==> src/hdl/dcc_defs.svh <==
// Register offsets, field positions, reset values and timing constants of
// the detection call conditioner. Assumes a 10 MHz clk; included by bare name.
`ifndef DCC_DEFS_SVH
`define DCC_DEFS_SVH

// Register byte offsets on the APB
`define DCC_CTRL_OFF      8'h00
`define DCC_STATUS_OFF    8'h04
`define DCC_FAULT_OFF     8'h08
`define DCC_ZONE_OFF      8'h0c
`define DCC_CHCFG_BASE    8'h20
`define DCC_CALLCNT_BASE  8'h40

// Control register fields
`define DCC_CTRL_FAMEXC   0
`define DCC_CTRL_SOFTFAIL 1
`define DCC_CTRL_RST      2'h0

// Fault register fields (sticky, write one to clear)
`define DCC_FLT_CAM       0
`define DCC_FLT_FRAME     1
`define DCC_FLT_POWER     2

// Channel configuration fields
`define DCC_CH_MODE_LSB   0
`define DCC_CH_FUNC_LSB   2
`define DCC_CH_DIR_BIT    4
`define DCC_CH_DLY_LSB    8
`define DCC_CH_EXT_LSB    16
`define DCC_CH_MASK_LSB   24
`define DCC_CH_CFG_RST    32'h0000_0000

// Timing: times in ns, clock period in ns
`define DCC_CLK_NS        100
`define DCC_TICK_NS       100000000
`define DCC_FRAME_MAX_NS  33333333
`define DCC_PULSE_NS      125000000

`endif

==> src/hdl/dcc_pkg.sv <==
// Types of the detection call conditioner: modes, zone functions, states
// and the packed channel configuration. Needs nothing from outside.
package dcc_pkg;

    // Call conditioning function of one output
    typedef enum logic [1:0] {
        DCC_FULL_DELAY   = 2'h0,
        DCC_NORMAL_DELAY = 2'h1,
        DCC_EXTEND       = 2'h2,
        DCC_DELAY_EXTEND = 2'h3
    } dcc_mode_t;

    // Detector function of one zone
    typedef enum logic [1:0] {
        DCC_PRESENCE     = 2'h0,
        DCC_DIR_PRESENCE = 2'h1,
        DCC_PULSE        = 2'h2,
        DCC_DIR_PULSE    = 2'h3
    } dcc_func_t;

    // Output conditioner states, Gray coded along idle-delay-call-extend
    typedef enum logic [1:0] {
        DCC_ST_IDLE   = 2'b00,
        DCC_ST_DELAY  = 2'b01,
        DCC_ST_CALL   = 2'b11,
        DCC_ST_EXTEND = 2'b10
    } dcc_state_t;

    // One channel configuration word as held in its register
    typedef struct packed {
        logic [7:0] mask;
        logic [7:0] ext;
        logic [7:0] dly;
        logic [2:0] rsv;
        logic       dir_sel;
        dcc_func_t  func;
        dcc_mode_t  mode;
    } dcc_chcfg_t;

endpackage : dcc_pkg

==> src/hdl/dcc_zone.sv <==
// One detection zone: latches occupancy per frame, applies direction and
// turns it into a presence level or a fixed-width pulse per arrival.
// Assumes frame_stb is one clk wide and occupancy is valid with it.
`timescale 1ns/100ps
`default_nettype none
module dcc_zone #(
    parameter logic [23:0] PULSE_CYC = 24'd1250000
) (
    input  wire logic              clk,
    input  wire logic              reset,
    input  wire logic              frame_stb,
    input  wire logic              occ,
    input  wire logic              dir_fwd,
    input  wire logic              dir_sel,
    input  wire dcc_pkg::dcc_func_t func,
    output logic                   demand
);
    logic        is_dir;
    logic        is_pulse;
    logic        qual_nxt;
    logic        qual_r;
    logic        prev_r;
    logic        arrive;
    logic [23:0] pulse_r;

    // Function decode and direction qualification
    assign is_dir   = (func == dcc_pkg::DCC_DIR_PRESENCE) || (func == dcc_pkg::DCC_DIR_PULSE);
    assign is_pulse = (func == dcc_pkg::DCC_PULSE) || (func == dcc_pkg::DCC_DIR_PULSE);
    assign qual_nxt = occ & (~is_dir | (dir_fwd == dir_sel));
    assign arrive   = qual_r & ~prev_r;

    // Occupancy held from frame to frame, each zone on its own
    always_ff @(posedge clk)
    begin
        if (reset)
            qual_r <= 1'b0;
        else if (frame_stb)
            qual_r <= qual_nxt;
    end

    // Arrival edge and fixed-width pulse timer
    always_ff @(posedge clk)
    begin
        if (reset)
        begin
            prev_r  <= 1'b0;
            pulse_r <= 24'h0;
        end
        else
        begin
            prev_r <= qual_r;
            if (arrive)
                pulse_r <= PULSE_CYC;
            else if (pulse_r != 24'h0)
                pulse_r <= pulse_r - 24'h1;
        end
    end

    assign demand = is_pulse ? (pulse_r != 24'h0) : qual_r;
endmodule : dcc_zone
`default_nettype wire

==> src/hdl/dcc_cond.sv <==
// One detection call output: delay and extend timing in ticks.
// Assumes tick is one clk wide; green is the assigned phase's green level.
`timescale 1ns/100ps
`default_nettype none
module dcc_cond (
    input  wire logic               clk,
    input  wire logic               reset,
    input  wire logic               tick,
    input  wire logic               demand,
    input  wire logic               green,
    input  wire logic               fam_exc,
    input  wire dcc_pkg::dcc_chcfg_t cfg,
    output logic                    call
);
    dcc_pkg::dcc_state_t st_r;
    dcc_pkg::dcc_state_t st_nxt;
    logic [7:0]          tmr_r;
    logic                delay_on;
    logic                ext_on;
    logic                inhibit;
    logic                clr_tmr;

    // Mode decode; only normal delay looks at green
    assign delay_on = (cfg.mode != dcc_pkg::DCC_EXTEND) && (cfg.dly != 8'h0);
    assign ext_on   = ((cfg.mode == dcc_pkg::DCC_EXTEND) || (cfg.mode == dcc_pkg::DCC_DELAY_EXTEND))
                      && (cfg.ext != 8'h0);
    assign inhibit  = (cfg.mode == dcc_pkg::DCC_NORMAL_DELAY) && green && !fam_exc;
    assign clr_tmr  = (st_nxt != st_r) || (st_r == st_nxt && st_r == dcc_pkg::DCC_ST_CALL);

    // Next state
    always_comb
    begin
        st_nxt = st_r;
        case (st_r)
            dcc_pkg::DCC_ST_IDLE:
                if (demand)
                    st_nxt = (delay_on && !inhibit) ? dcc_pkg::DCC_ST_DELAY
                                                    : dcc_pkg::DCC_ST_CALL;
            dcc_pkg::DCC_ST_DELAY:
                if (!demand)
                    st_nxt = dcc_pkg::DCC_ST_IDLE;
                else if (inhibit || tmr_r >= cfg.dly)
                    st_nxt = dcc_pkg::DCC_ST_CALL;
            dcc_pkg::DCC_ST_CALL:
                if (!demand)
                    st_nxt = ext_on ? dcc_pkg::DCC_ST_EXTEND : dcc_pkg::DCC_ST_IDLE;
            dcc_pkg::DCC_ST_EXTEND:
                if (demand)
                    st_nxt = dcc_pkg::DCC_ST_CALL;
                else if (tmr_r >= cfg.ext)
                    st_nxt = dcc_pkg::DCC_ST_IDLE;
            default:
                st_nxt = dcc_pkg::DCC_ST_IDLE;
        endcase
    end

    // State, timer and registered call
    always_ff @(posedge clk)
    begin
        if (reset)
        begin
            st_r  <= dcc_pkg::DCC_ST_IDLE;
            tmr_r <= 8'h0;
            call  <= 1'b0;
        end
        else
        begin
            st_r <= st_nxt;
            call <= (st_nxt == dcc_pkg::DCC_ST_CALL) || (st_nxt == dcc_pkg::DCC_ST_EXTEND);
            if (clr_tmr)
                tmr_r <= 8'h0;
            else if (tick && tmr_r != 8'hff)
                tmr_r <= tmr_r + 8'h1;
        end
    end
endmodule : dcc_cond
`default_nettype wire

==> src/hdl/dcc_top.sv <==
// Detection call conditioner top: APB registers, frame watchdog, time
// base, eight zones and eight conditioned call outputs with fail-safe.
// Assumes all inputs synchronous to clk and one frame strobe per video frame.
`include "dcc_defs.svh"
`timescale 1ns/100ps
`default_nettype none
module dcc_top #(
    parameter logic [23:0] TICK_CYC      = 24'(`DCC_TICK_NS / `DCC_CLK_NS),
    parameter logic [23:0] FRAME_MAX_CYC = 24'(`DCC_FRAME_MAX_NS / `DCC_CLK_NS),
    parameter logic [23:0] PULSE_CYC     = 24'(`DCC_PULSE_NS / `DCC_CLK_NS)
) (
    input  wire logic        clk,
    input  wire logic        reset,
    input  wire logic        psel,
    input  wire logic        penable,
    input  wire logic        pwrite,
    input  wire logic [7:0]  paddr,
    input  wire logic [31:0] pwdata,
    output logic      [31:0] prdata,
    output logic             pready,
    output logic             pslverr,
    input  wire logic        frame_stb,
    input  wire logic [7:0]  zone_occ,
    input  wire logic [7:0]  zone_dir,
    input  wire logic [7:0]  phase_green,
    input  wire logic        cam_fail,
    input  wire logic        power_fail,
    output logic      [7:0]  det_call,
    output logic             fail_safe
);
    localparam int NCH = 8;

    // Register state
    logic [1:0]          ctrl_r;
    logic [2:0]          fault_r;
    logic [2:0]          fault_nxt;
    dcc_pkg::dcc_chcfg_t cfg_r [NCH];
    logic [15:0]         cnt_r [NCH];
    logic [31:0]         rdata_nxt;
    logic                err_nxt;

    // Time base, watchdog and per-channel signals
    logic [23:0]         tick_r;
    logic                tick;
    logic [23:0]         wdog_r;
    logic                frame_lost;
    logic                fail_now;
    logic [7:0]          zdem;
    logic [7:0]          chdem;
    logic [7:0]          ccall;
    logic [7:0]          ccall_r;
    logic [7:0]          occ_r;

    // Bus phase decode
    logic                setup;
    logic                wr_acc;
    logic                hit_ctrl;
    logic                hit_stat;
    logic                hit_fault;
    logic                hit_zone;
    logic                hit_cfg;
    logic                hit_cnt;
    logic [2:0]          idx;

    // Match an address to a register or to a bank of eight words
    function automatic logic is_reg(input logic [7:0] a, input logic [7:0] off);
        is_reg = (a == off);
    endfunction : is_reg

    function automatic logic in_bank(input logic [7:0] a, input logic [7:0] base);
        in_bank = (a[7:5] == base[7:5])
                  && (a[1:0] == 2'h0); // Index a[4:2] selects one of eight words
    endfunction : in_bank

    // Setup phase captures read data; access phase completes at once
    assign setup     = psel && !penable;
    assign wr_acc    = psel && penable && pwrite;
    assign pready    = 1'b1;
    assign idx       = paddr[4:2];
    assign hit_ctrl  = is_reg(paddr, `DCC_CTRL_OFF);
    assign hit_stat  = is_reg(paddr, `DCC_STATUS_OFF);
    assign hit_fault = is_reg(paddr, `DCC_FAULT_OFF);
    assign hit_zone  = is_reg(paddr, `DCC_ZONE_OFF);
    assign hit_cfg   = in_bank(paddr, `DCC_CHCFG_BASE);
    assign hit_cnt   = in_bank(paddr, `DCC_CALLCNT_BASE);

    // Read multiplexer
    always_comb
    begin
        rdata_nxt = 32'h0;
        err_nxt   = 1'b0;
        if (hit_ctrl)
            rdata_nxt = {30'h0, ctrl_r};
        else if (hit_stat)
            rdata_nxt = {20'h0, fail_safe, frame_lost, power_fail, cam_fail, ccall_r};
        else if (hit_fault)
            rdata_nxt = {29'h0, fault_r};
        else if (hit_zone)
            rdata_nxt = {16'h0, zdem, occ_r};
        else if (hit_cfg)
            rdata_nxt = cfg_r[idx];
        else if (hit_cnt)
            rdata_nxt = {16'h0, cnt_r[idx]};
        else
            err_nxt = 1'b1;
    end

    // Read data and error are registered in the setup cycle
    always_ff @(posedge clk)
    begin
        if (reset)
        begin
            prdata  <= 32'h0;
            pslverr <= 1'b0;
        end
        else if (setup)
        begin
            prdata  <= pwrite ? 32'h0 : rdata_nxt;
            pslverr <= err_nxt || (pwrite && (hit_stat || hit_zone || hit_cnt));
        end
    end

    // Control register: controller family exception and forced fail-safe
    always_ff @(posedge clk)
    begin
        if (reset)
            ctrl_r <= `DCC_CTRL_RST;
        else if (wr_acc && hit_ctrl)
            ctrl_r <= pwdata[1:0];
    end

    // Channel configuration words; each output starts on its own zone
    always_ff @(posedge clk)
    begin
        if (reset)
        begin
            for (int i = 0; i < NCH; i++)
            begin
                cfg_r[i]      <= `DCC_CH_CFG_RST;
                cfg_r[i].mask <= 8'(1 << i);
            end
        end
        else if (wr_acc && hit_cfg)
        begin
            cfg_r[idx].mode    <= dcc_pkg::dcc_mode_t'(pwdata[`DCC_CH_MODE_LSB +: 2]);
            cfg_r[idx].func    <= dcc_pkg::dcc_func_t'(pwdata[`DCC_CH_FUNC_LSB +: 2]);
            cfg_r[idx].dir_sel <= pwdata[`DCC_CH_DIR_BIT];
            cfg_r[idx].rsv     <= 3'h0;
            cfg_r[idx].dly     <= pwdata[`DCC_CH_DLY_LSB +: 8];
            cfg_r[idx].ext     <= pwdata[`DCC_CH_EXT_LSB +: 8];
            cfg_r[idx].mask    <= pwdata[`DCC_CH_MASK_LSB +: 8];
        end
    end

    // Sticky faults: a new fault wins over a clear in the same cycle
    always_comb
    begin
        fault_nxt = fault_r;
        if (wr_acc && hit_fault)
            fault_nxt = fault_r & ~pwdata[2:0];
        fault_nxt[`DCC_FLT_CAM]   = fault_nxt[`DCC_FLT_CAM] | cam_fail;
        fault_nxt[`DCC_FLT_FRAME] = fault_nxt[`DCC_FLT_FRAME] | frame_lost;
        fault_nxt[`DCC_FLT_POWER] = fault_nxt[`DCC_FLT_POWER] | power_fail;
    end

    always_ff @(posedge clk)
    begin
        if (reset)
            fault_r <= 3'h0;
        else
            fault_r <= fault_nxt;
    end

    // Timer tick for delay and extend counts, one pulse per tick period
    always_ff @(posedge clk)
    begin
        if (reset)
            tick_r <= 24'h0;
        else if (tick)
            tick_r <= 24'h0;
        else
            tick_r <= tick_r + 24'h1;
    end

    assign tick = (tick_r >= TICK_CYC - 24'h1);

    // Frame watchdog: a frame gap longer than one thirtieth of a second
    // counts as a lost-frame fault
    always_ff @(posedge clk)
    begin
        if (reset)
            wdog_r <= 24'h0;
        else if (frame_stb)
            wdog_r <= 24'h0;
        else if (!frame_lost)
            wdog_r <= wdog_r + 24'h1;
    end

    assign frame_lost = (wdog_r >= FRAME_MAX_CYC);

    // Raw occupancy as last seen, for zone register reads
    always_ff @(posedge clk)
    begin
        if (reset)
            occ_r <= 8'h0;
        else if (frame_stb)
            occ_r <= zone_occ;
    end

    // Zones, each with its own qualification and pulse timer
    for (genvar z = 0; z < NCH; z++)
    begin : g_zone
        dcc_zone #(
            .PULSE_CYC (PULSE_CYC)
        ) u_zone (
            .clk       (clk),
            .reset     (reset),
            .frame_stb (frame_stb),
            .occ       (zone_occ[z]),
            .dir_fwd   (zone_dir[z]),
            .dir_sel   (cfg_r[z].dir_sel),
            .func      (cfg_r[z].func),
            .demand    (zdem[z])
        );
    end

    // Outputs: each gathers the zones in its mask, then conditions the call
    for (genvar c = 0; c < NCH; c++)
    begin : g_out
        assign chdem[c] = |(zdem & cfg_r[c].mask);

        dcc_cond u_cond (
            .clk     (clk),
            .reset   (reset),
            .tick    (tick),
            .demand  (chdem[c]),
            .green   (phase_green[c]),
            .fam_exc (ctrl_r[`DCC_CTRL_FAMEXC]),
            .cfg     (cfg_r[c]),
            .call    (ccall[c])
        );
    end

    // Fail-safe on camera loss, lost frames, power loss or software request
    assign fail_now = cam_fail || power_fail || frame_lost || ctrl_r[`DCC_CTRL_SOFTFAIL];

    // Registered outputs and call counters
    always_ff @(posedge clk)
    begin
        if (reset)
        begin
            det_call  <= 8'h0;
            fail_safe <= 1'b0;
            ccall_r   <= 8'h0;
            for (int i = 0; i < NCH; i++)
                cnt_r[i] <= 16'h0;
        end
        else
        begin
            det_call  <= fail_now ? 8'hff : ccall;
            fail_safe <= fail_now;
            ccall_r   <= ccall;
            for (int i = 0; i < NCH; i++)
                if (ccall[i] && !ccall_r[i])
                    cnt_r[i] <= cnt_r[i] + 16'h1;
        end
    end
endmodule : dcc_top
`default_nettype wire

==> config.mk <==
export PLATFORM = sky130hd
export DESIGN_NAME = dcc_top
export DESIGN_NICKNAME = d
export VERILOG_FILES = /design/src/hdl/dcc_pkg.sv /design/src/hdl/dcc_zone.sv /design/src/hdl/dcc_cond.sv /design/src/hdl/dcc_top.sv
export VERILOG_INCLUDE_DIRS = /design/src /design/src/hdl
export SDC_FILE = /design/constraint.sdc
export NUM_CORES = 2
export LEC_CHECK = 0
export CORE_UTILIZATION = 60
export CTS_CLUSTER_SIZE = 30
export DETAILED_ROUTE_END_ITERATION = 12
export DONT_BUFFER_PORTS = 1
export PLACE_DENSITY = 0.76
export SLEW_MARGIN = 5
export SYNTH_ARGS = -nofsm -noshare
export SYNTH_HDL_FRONTEND = slang
export SYNTH_SLANG_ARGS = --single-unit
==> constraint.sdc <==
create_clock -name clk -period 4.1 [get_ports clk]
set_input_delay 0.205 -clock clk [delete_from_list [all_inputs] [get_ports clk]]
set_output_delay 0.205 -clock clk [all_outputs]
set_load 0.005 [all_outputs]
Yosys cells after proc, flatten, opt, wreduce, memory -nomap -nowiden. Memories as Yosys holds them, arrays and structs flattened. Cells that the tools add are included. Widths: inputs -> output; s select.

Bitwise logic cells: 69. Div/mod/pow operators: 0. Reductions and logical operators: 214. Eq/ne operators: 133. Multipliers: 0. Shifts and indexed selects: 0. Mux-type cells: 159. Order comparisons: 18. Add/sub/neg operators: 26.

Operator list (number): $mux 21 (16); $mux 32 (6); $reduce_bool 24->1 (8); $sub 24x1->24 const B (8); $mux 16 (9); $mux 2 (65); $add 16x1->16 const B (8); $eq 2x2->1 const B (64); $ge 8x8->1 (16); $reduce_bool 8->1 (16); $logic_and 1x1->1 (73); $mux 8 (9); $add 8x1->8 const B (8); $and 8x8->8 (8); $ne 8x8->1 const B (8); $pmux 2 s4 (8); $reduce_or 8->1 (8); $logic_or 1x1->1 (54); $add 24x1->24 const B (2); $eq 2x1->1 const B (24); $mux 1 (43); $reduce_or 2->1 (18); $mux 29 (1); $reduce_or 29->1 (1); other kinds (20) (138).

Latch bits: 0. Output and inout bits: 43. Memory bits (writable): 360. Memory bits (read-only): 0. Memories kept: 2. Bits in registers: 407.

Memory list: cfg_r (depth 8, bits a word 29, rd ports 9, clocked after Yosys merged registers in 0, wr ports 8, line dcc_top.sv:37) `dcc_pkg::dcc_chcfg_t cfg_r [NCH];`; cnt_r (depth 8, bits a word 16, rd ports 9, clocked after Yosys merged registers in 0, wr ports 8, line dcc_top.sv:38) `logic [15:0] cnt_r [NCH];`.

Logic depth before layout (Yosys ltp). An unclocked memory read counts as a cell.

Depth in word-level cells: 13. Mapped depth: 10. Gate-level depth less buffers: 9.

By module. From an unflattened synthesis, not the netlist that was laid out.

Cells, all modules: 4043. Area total of the unflattened synthesis: 42211.7 µm².

Modules (own cells, without submodules): dcc_top (area an instance 22555.4 µm², cells an instance 1825, times used 1, seq. area each 13032.5 µm²); dcc_cond (area an instance 1093.5 µm², cells an instance 122, times used 8, seq. area each 220.2 µm²); dcc_zone at g_zone[3].u_zone ... (area an instance 1365.1 µm², cells an instance 158, times used 4, seq. area each 520.5 µm²); dcc_zone at g_zone[0].u_zone ... (area an instance 1371.3 µm², cells an instance 153, times used 3, seq. area each 520.5 µm²); dcc_zone at g_zone[7].u_zone (area an instance 1333.8 µm², cells an instance 151, times used 1, seq. area each 520.5 µm²).

Least setup slack after synthesis. No wires, ideal clock.

Path kind: register -> register. Start: reg g_zone[7].u_zone.pulse_r[4]. End: reg g_out[7].u_cond.tmr_r[6]. Stages on the path, launching flop included: 10. Setup slack: 0.953 ns. Required time: 3.961 ns. Data arrival time: 3.008 ns. Period minus slack after synthesis: 3.147 ns. Path through: dfxtp_1 -> or4_4 -> or4_4 -> buf_6 -> o31a_1 -> buf_6 -> a22o_4 -> nor4_4 -> mux2i_1 -> nor3_2.

Word-level cells in the longest chain between the ends: 10. Elaborated cells on any way between the ends: 14. Classes of those cells: eq/ne: 2; mux: 6; bitwise: 1; reduce/logical: 5.

RTL lines: start: declaration (line dcc_zone.sv:24) `logic [23:0] pulse_r;`; start signal: assignment (line dcc_zone.sv:55) `pulse_r <= pulse_r - 24'h1;`; $reduce_bool 24->1 * (line dcc_zone.sv:59) `assign demand = is_pulse ? (pulse_r != 24'h0) : qual_r;`; $mux 1 * (line dcc_zone.sv:59); $and 8x8->8 * (line dcc_top.sv:230) `assign chdem[c] = |(zdem & cfg_r[c].mask);`; $reduce_or 8->1 * (line dcc_top.sv:230); $mux 2 (on tied branches); $pmux 2 s4 * (line dcc_cond.sv:34) `case (st_r)`; $eq 2x2->1 (line dcc_cond.sv:28) `assign clr_tmr = (st_nxt != st_r) || (st_r == st_nxt && st_r == dcc_pkg::DCC_ST_CALL);`; $logic_and 1x1->1 (line dcc_cond.sv:28); $logic_or 1x1->1 * (line dcc_cond.sv:28); $reduce_or 2->1 (no line) *; end signal: assignment (line dcc_cond.sv:73) `tmr_r <= tmr_r + 8'h1;`; end: declaration (line dcc_cond.sv:17) `logic [7:0] tmr_r;`.

Mark *: on every way between the ends. The rest lies on a longest branch, timed or not. A chain may end at the register's enable or synchronous reset.

Final worst setup path.
Start: reg g_zone[7].u_zone.pulse_r[10]. End: reg g_out[6].u_cond.tmr_r[5].

Word-level cells in the longest chain between the ends: 10. Elaborated cells on any way between the ends: 14. Classes of those cells: eq/ne: 2; mux: 6; bitwise: 1; reduce/logical: 5.

RTL lines (line): $reduce_bool 24->1 * (dcc_zone.sv:59); $mux 1 * (dcc_zone.sv:59); $and 8x8->8 * (dcc_top.sv:230); $reduce_or 8->1 * (dcc_top.sv:230); $mux 2 (on tied branches); $pmux 2 s4 * (dcc_cond.sv:34); $eq 2x2->1 (dcc_cond.sv:28); $logic_and 1x1->1 (dcc_cond.sv:28); $logic_or 1x1->1 * (dcc_cond.sv:28); $reduce_or 2->1 (no line) *; end signal: assignment (dcc_cond.sv:73); end: declaration (dcc_cond.sv:17).

Marked as above.

==> impl_metrics.json <==
{
  "yosys.area_share.adder": 0.0506,
  "setup_violations": 0,
  "fp.dieW_um": 258,
  "first_iter_violations": 3037,
  "synth_area_leader_cell": "edfxtp_1",
  "cpPeakStageDelay_ns": 0.66,
  "grt_overflow": 0,
  "grt_antenna_before_repair": 8,
  "yosysSeqAreaShare": 0.483,
  "ios": 115,
  "rsz0062_at_grt": "no",
  "post-route-min-period_ns": 3.64,
  "fin_ws_ns": 0.460,
  "drc": 0,
  "port_buffers": 0,
  "area_growth_pct": 10.5,
  "vdd_drop_max_v": 0.000375,
  "fin_hold_ws_ns": 0.0200,
  "routed_wl_um": 104000,
  "worst_slew_pin_slew_ns": 1.27,
  "stdcell_count": 4762,
  "final_hold_viol_count": 0,
  "crit_path_start_kind": "flip-flop",
  "die-area_sq_mm": 0.0665,
  "syn_inst": 3808,
  "synth_simple_gate_area_share": 0.208,
  "post-place-cells": 4543,
  "min_from": "frame_stb",
  "hp-class": "primary input to flip-flop",
  "firstDrtPassIters": 8,
  "synth-xor-area-share": 0.0774,
  "synth_most_common_cell": "nor2_1",
  "p_per_area_mw_per_mm2": 555,
  "cap_violations": 0,
  "clock_sink_count": 767,
  "fin_crit_sh": 0.888,
  "slew_viol_final": 0,
  "rows": 93,
  "ctsRootBufferMaster": "clkbuf_16",
  "cts_resized": 0,
  "netlist_area_sq_mm": 0.0393,
  "async_reset_ff_frac": 0,
  "synth_top_area_frac": 0.275,
  "max-slew-margin-rel": 0.145,
  "post_cts_buffers": 0,
  "crit_arrival_ns": 4.13,
  "wire_per_inst_um": 21.9,
  "timing.rr.end": "g_out[6].u_cond.tmr_r[5]$_SDFFE_PP0P_",
  "worstHoldPathCells": 2,
  "place_congestion": 0.962,
  "synthTopCellsByArea": "edfxtp_1, dfxtp_1, mux4_2, ha_1, nor2_1",
  "synth.distinct_cells": 69,
  "cts_made_buffers": 80,
  "worst-setup-path-type": "flip-flop to flip-flop",
  "gr-usage-all-layers": 0.311,
  "synth_top_family_by_area": "simple AND/OR/NAND/NOR gates",
  "nets": 4064,
  "r2r-start": "g_zone[7].u_zone.pulse_r[10]$_SDFFE_PP0N_",
  "drive_gt1_frac": 0.0770,
  "cp_slowest_cell": "mux2i_1",
  "synthMuxAreaShare": 0.0697,
  "skew_ns": 0.0308,
  "core_sq_mm": 0.0646,
  "clock.fmax_mhz": 275,
  "grt_max_degree": 190,
  "totalNegativeSetupSlack_ns": 0,
  "start_util": 0.608,
  "ctsHtreeMaxLevel": 3,
  "total_leakage_power_nw": 16.8,
  "viasPerCell": 6.15,
  "ys_ff_latch": 767,
  "hold_buffers": 63,
  "status": "complete, no violations",
  "pre_cts_slack_ns": 0.522,
  "avgSynthCellArea_sq_um": 10.3,
  "reg2reg_slack_ns": 0.46,
  "synth_common_cells": "nor2_1, dfxtp_1, edfxtp_1, and2_1, xor2_1",
  "grt_first_pass_wirelength_um": 160000,
  "reg2regPathDepth": 7,
  "crit_required_ns": 4.59,
  "final_util": 0.672,
  "grt_pass1_vias": 27665,
  "synth-compound-area-share": 0.0796,
  "cp_max_fo": 9,
  "synth-main-ff-cell": "dfxtp_1",
  "synth_edf_count": 360,
  "clk_latency_ns": 0.64,
  "clkTransAtPathRegs_ns": 0.06,
  "worstHoldEndpoint": "wdog_r[11]$_SDFFE_PP0P_",
  "cp_cell_sequence": "or4_1 -> or4_4 -> o31a_1 -> a222oi_1 -> and4_1 -> mux2i_1 -> nor2_1",
  "die_h_um": 258,
  "end_kind": "flip-flop",
  "cts_tree": "yes",
  "dp_hpwl_um": 71300,
  "drtAntennaViolNets": 0,
  "cts.path.max_buffers": 3,
  "vias": 29271,
  "synth_warnings": 0
}
sequential cells by signal, indices dropped and copies added, names as in the netlist:
name / cells
fail_safe: 1
det_call: 8
g_out.u_cond.st_r: 16
ccall_r: 8
ctrl_r: 2
g_out.u_cond.tmr_r: 64
cnt_r: 128
g_zone.u_zone.qual_r: 8
tick_r: 24
g_out.u_cond.call: 8
fault_r: 3
g_zone.u_zone.prev_r: 8
occ_r: 8
prdata: 32
wdog_r: 24
pslverr: 1
g_zone.u_zone.pulse_r: 192
cfg_r: 232
routing by layer:
| metal | routed length (um) | global-route usage | share of wire | vias up |
|---|---|---|---|---|
| li1 | - | - | - | 13726 |
| met2 | 46900 | 0.485 | 0.45 | 1164 |
| met5 | 18 | 0 | 0.00017 | - |
| met3 | 9490 | 0.0679 | 0.091 | 225 |
| met1 | 43900 | 0.427 | 0.42 | 14152 |
| met4 | 4170 | 0.116 | 0.040 | 4 |
kinds of logic after synthesis:
logic type                 count (synthesis)
and+or+nand+nor                         1563
other                                      2
xor gates and xnor gates                 347
muxes                                    161
buffers and inverters                    335
DFF                                      767
AOI/OAI and AO/OA                        474
adders and majority gates                159
final cells by class:
type                    instances  area (sq um)
diodes                         10          25.0
clock buffers                 117          2410
clock inverters                29           278
fillers                      4941         21200
inverters                     183           687
multi-input cells            2709         19100
flip-flops and latches        767         19000
well taps                     855          1070
repair buffers                 92           886
worst max-delay path, delay by kind of cell, from the launching register on:
kind	cells	cell delay (ns)
AND/OR/NAND/NOR	4	1.65
multiplexers	1	0.66
AO/OA/AOI/OAI	2	0.81
flip-flops	1	0.36
cell usage in the layout, fill, tap and decap left out, types with 31 or more instances in the layout:
master | Yosys | final
nor4_1 | 80 | 80
and2_1 | 236 | 236
xor2_1 | 195 | 195
dlygate4sd3_1 | 0 | 60
edfxtp_1 | 360 | 360
a21oi_1 | 162 | 162
and3_1 | 59 | 59
a21o_1 | 35 | 35
or4_1 | 43 | 43
nand2_1 | 186 | 186
mux2i_1 | 71 | 71
mux4_2 | 90 | 90
clkbuf_16 | 0 | 87
xnor2_1 | 152 | 152
a211oi_1 | 40 | 40
o21ai_0 | 57 | 56
dfxtp_1 | 407 | 407
ha_1 | 159 | 159
nor2b_1 | 31 | 31
nand2b_1 | 60 | 59
inv_1 | 183 | 183
nand3_1 | 102 | 102
or3_1 | 39 | 39
nor2_1 | 486 | 480
nand4_1 | 59 | 59
nor3_1 | 71 | 69
per-stage QoR:
step                area [sq um]  total power [mW]
CTS                        43400              24.1
global placement           40000              16.3
global route               43400              25.3
detailed placement         40000              16.5
floorplan                  39300              15.2
finish                     43400              24.1
worst max-delay path by stage:
stage,startpoint,end,slack (ns),depth (start not counted)
finish,g_zone[7].u_zone.pulse_r[10]$_SDFFE_PP0N_,g_out[6].u_cond.tmr_r[5]$_SDFFE_PP0P_,0.46,7
global route,g_zone[2].u_zone.pulse_r[0]$_SDFFE_PP0N_,g_out[5].u_cond.tmr_r[0]$_SDFFE_PP0P_,0.27,9
CTS,g_zone[7].u_zone.pulse_r[10]$_SDFFE_PP0N_,g_out[6].u_cond.tmr_r[5]$_SDFFE_PP0P_,0.50,7
detailed placement,g_zone[7].u_zone.pulse_r[10]$_SDFFE_PP0N_,g_out[6].u_cond.tmr_r[5]$_SDFFE_PP0P_,0.52,7
global placement,g_zone[7].u_zone.pulse_r[10]$_SDFFE_PP0N_,g_out[6].u_cond.tmr_r[1]$_SDFFE_PP0P_,0.57,7
floorplan,g_zone[7].u_zone.pulse_r[4]$_SDFFE_PP0P_,g_out[7].u_cond.tmr_r[6]$_SDFFE_PP0P_,0.95,9
power by group:
part           internal [mW]  switching, mW  total (mW)
Combinational           2.81           3.45        6.26
Clock                   4.34           3.10        7.44
Sequential              9.22           1.16        10.4
Total                   16.4           7.71        24.1
(Power assumes the default switching activity.)
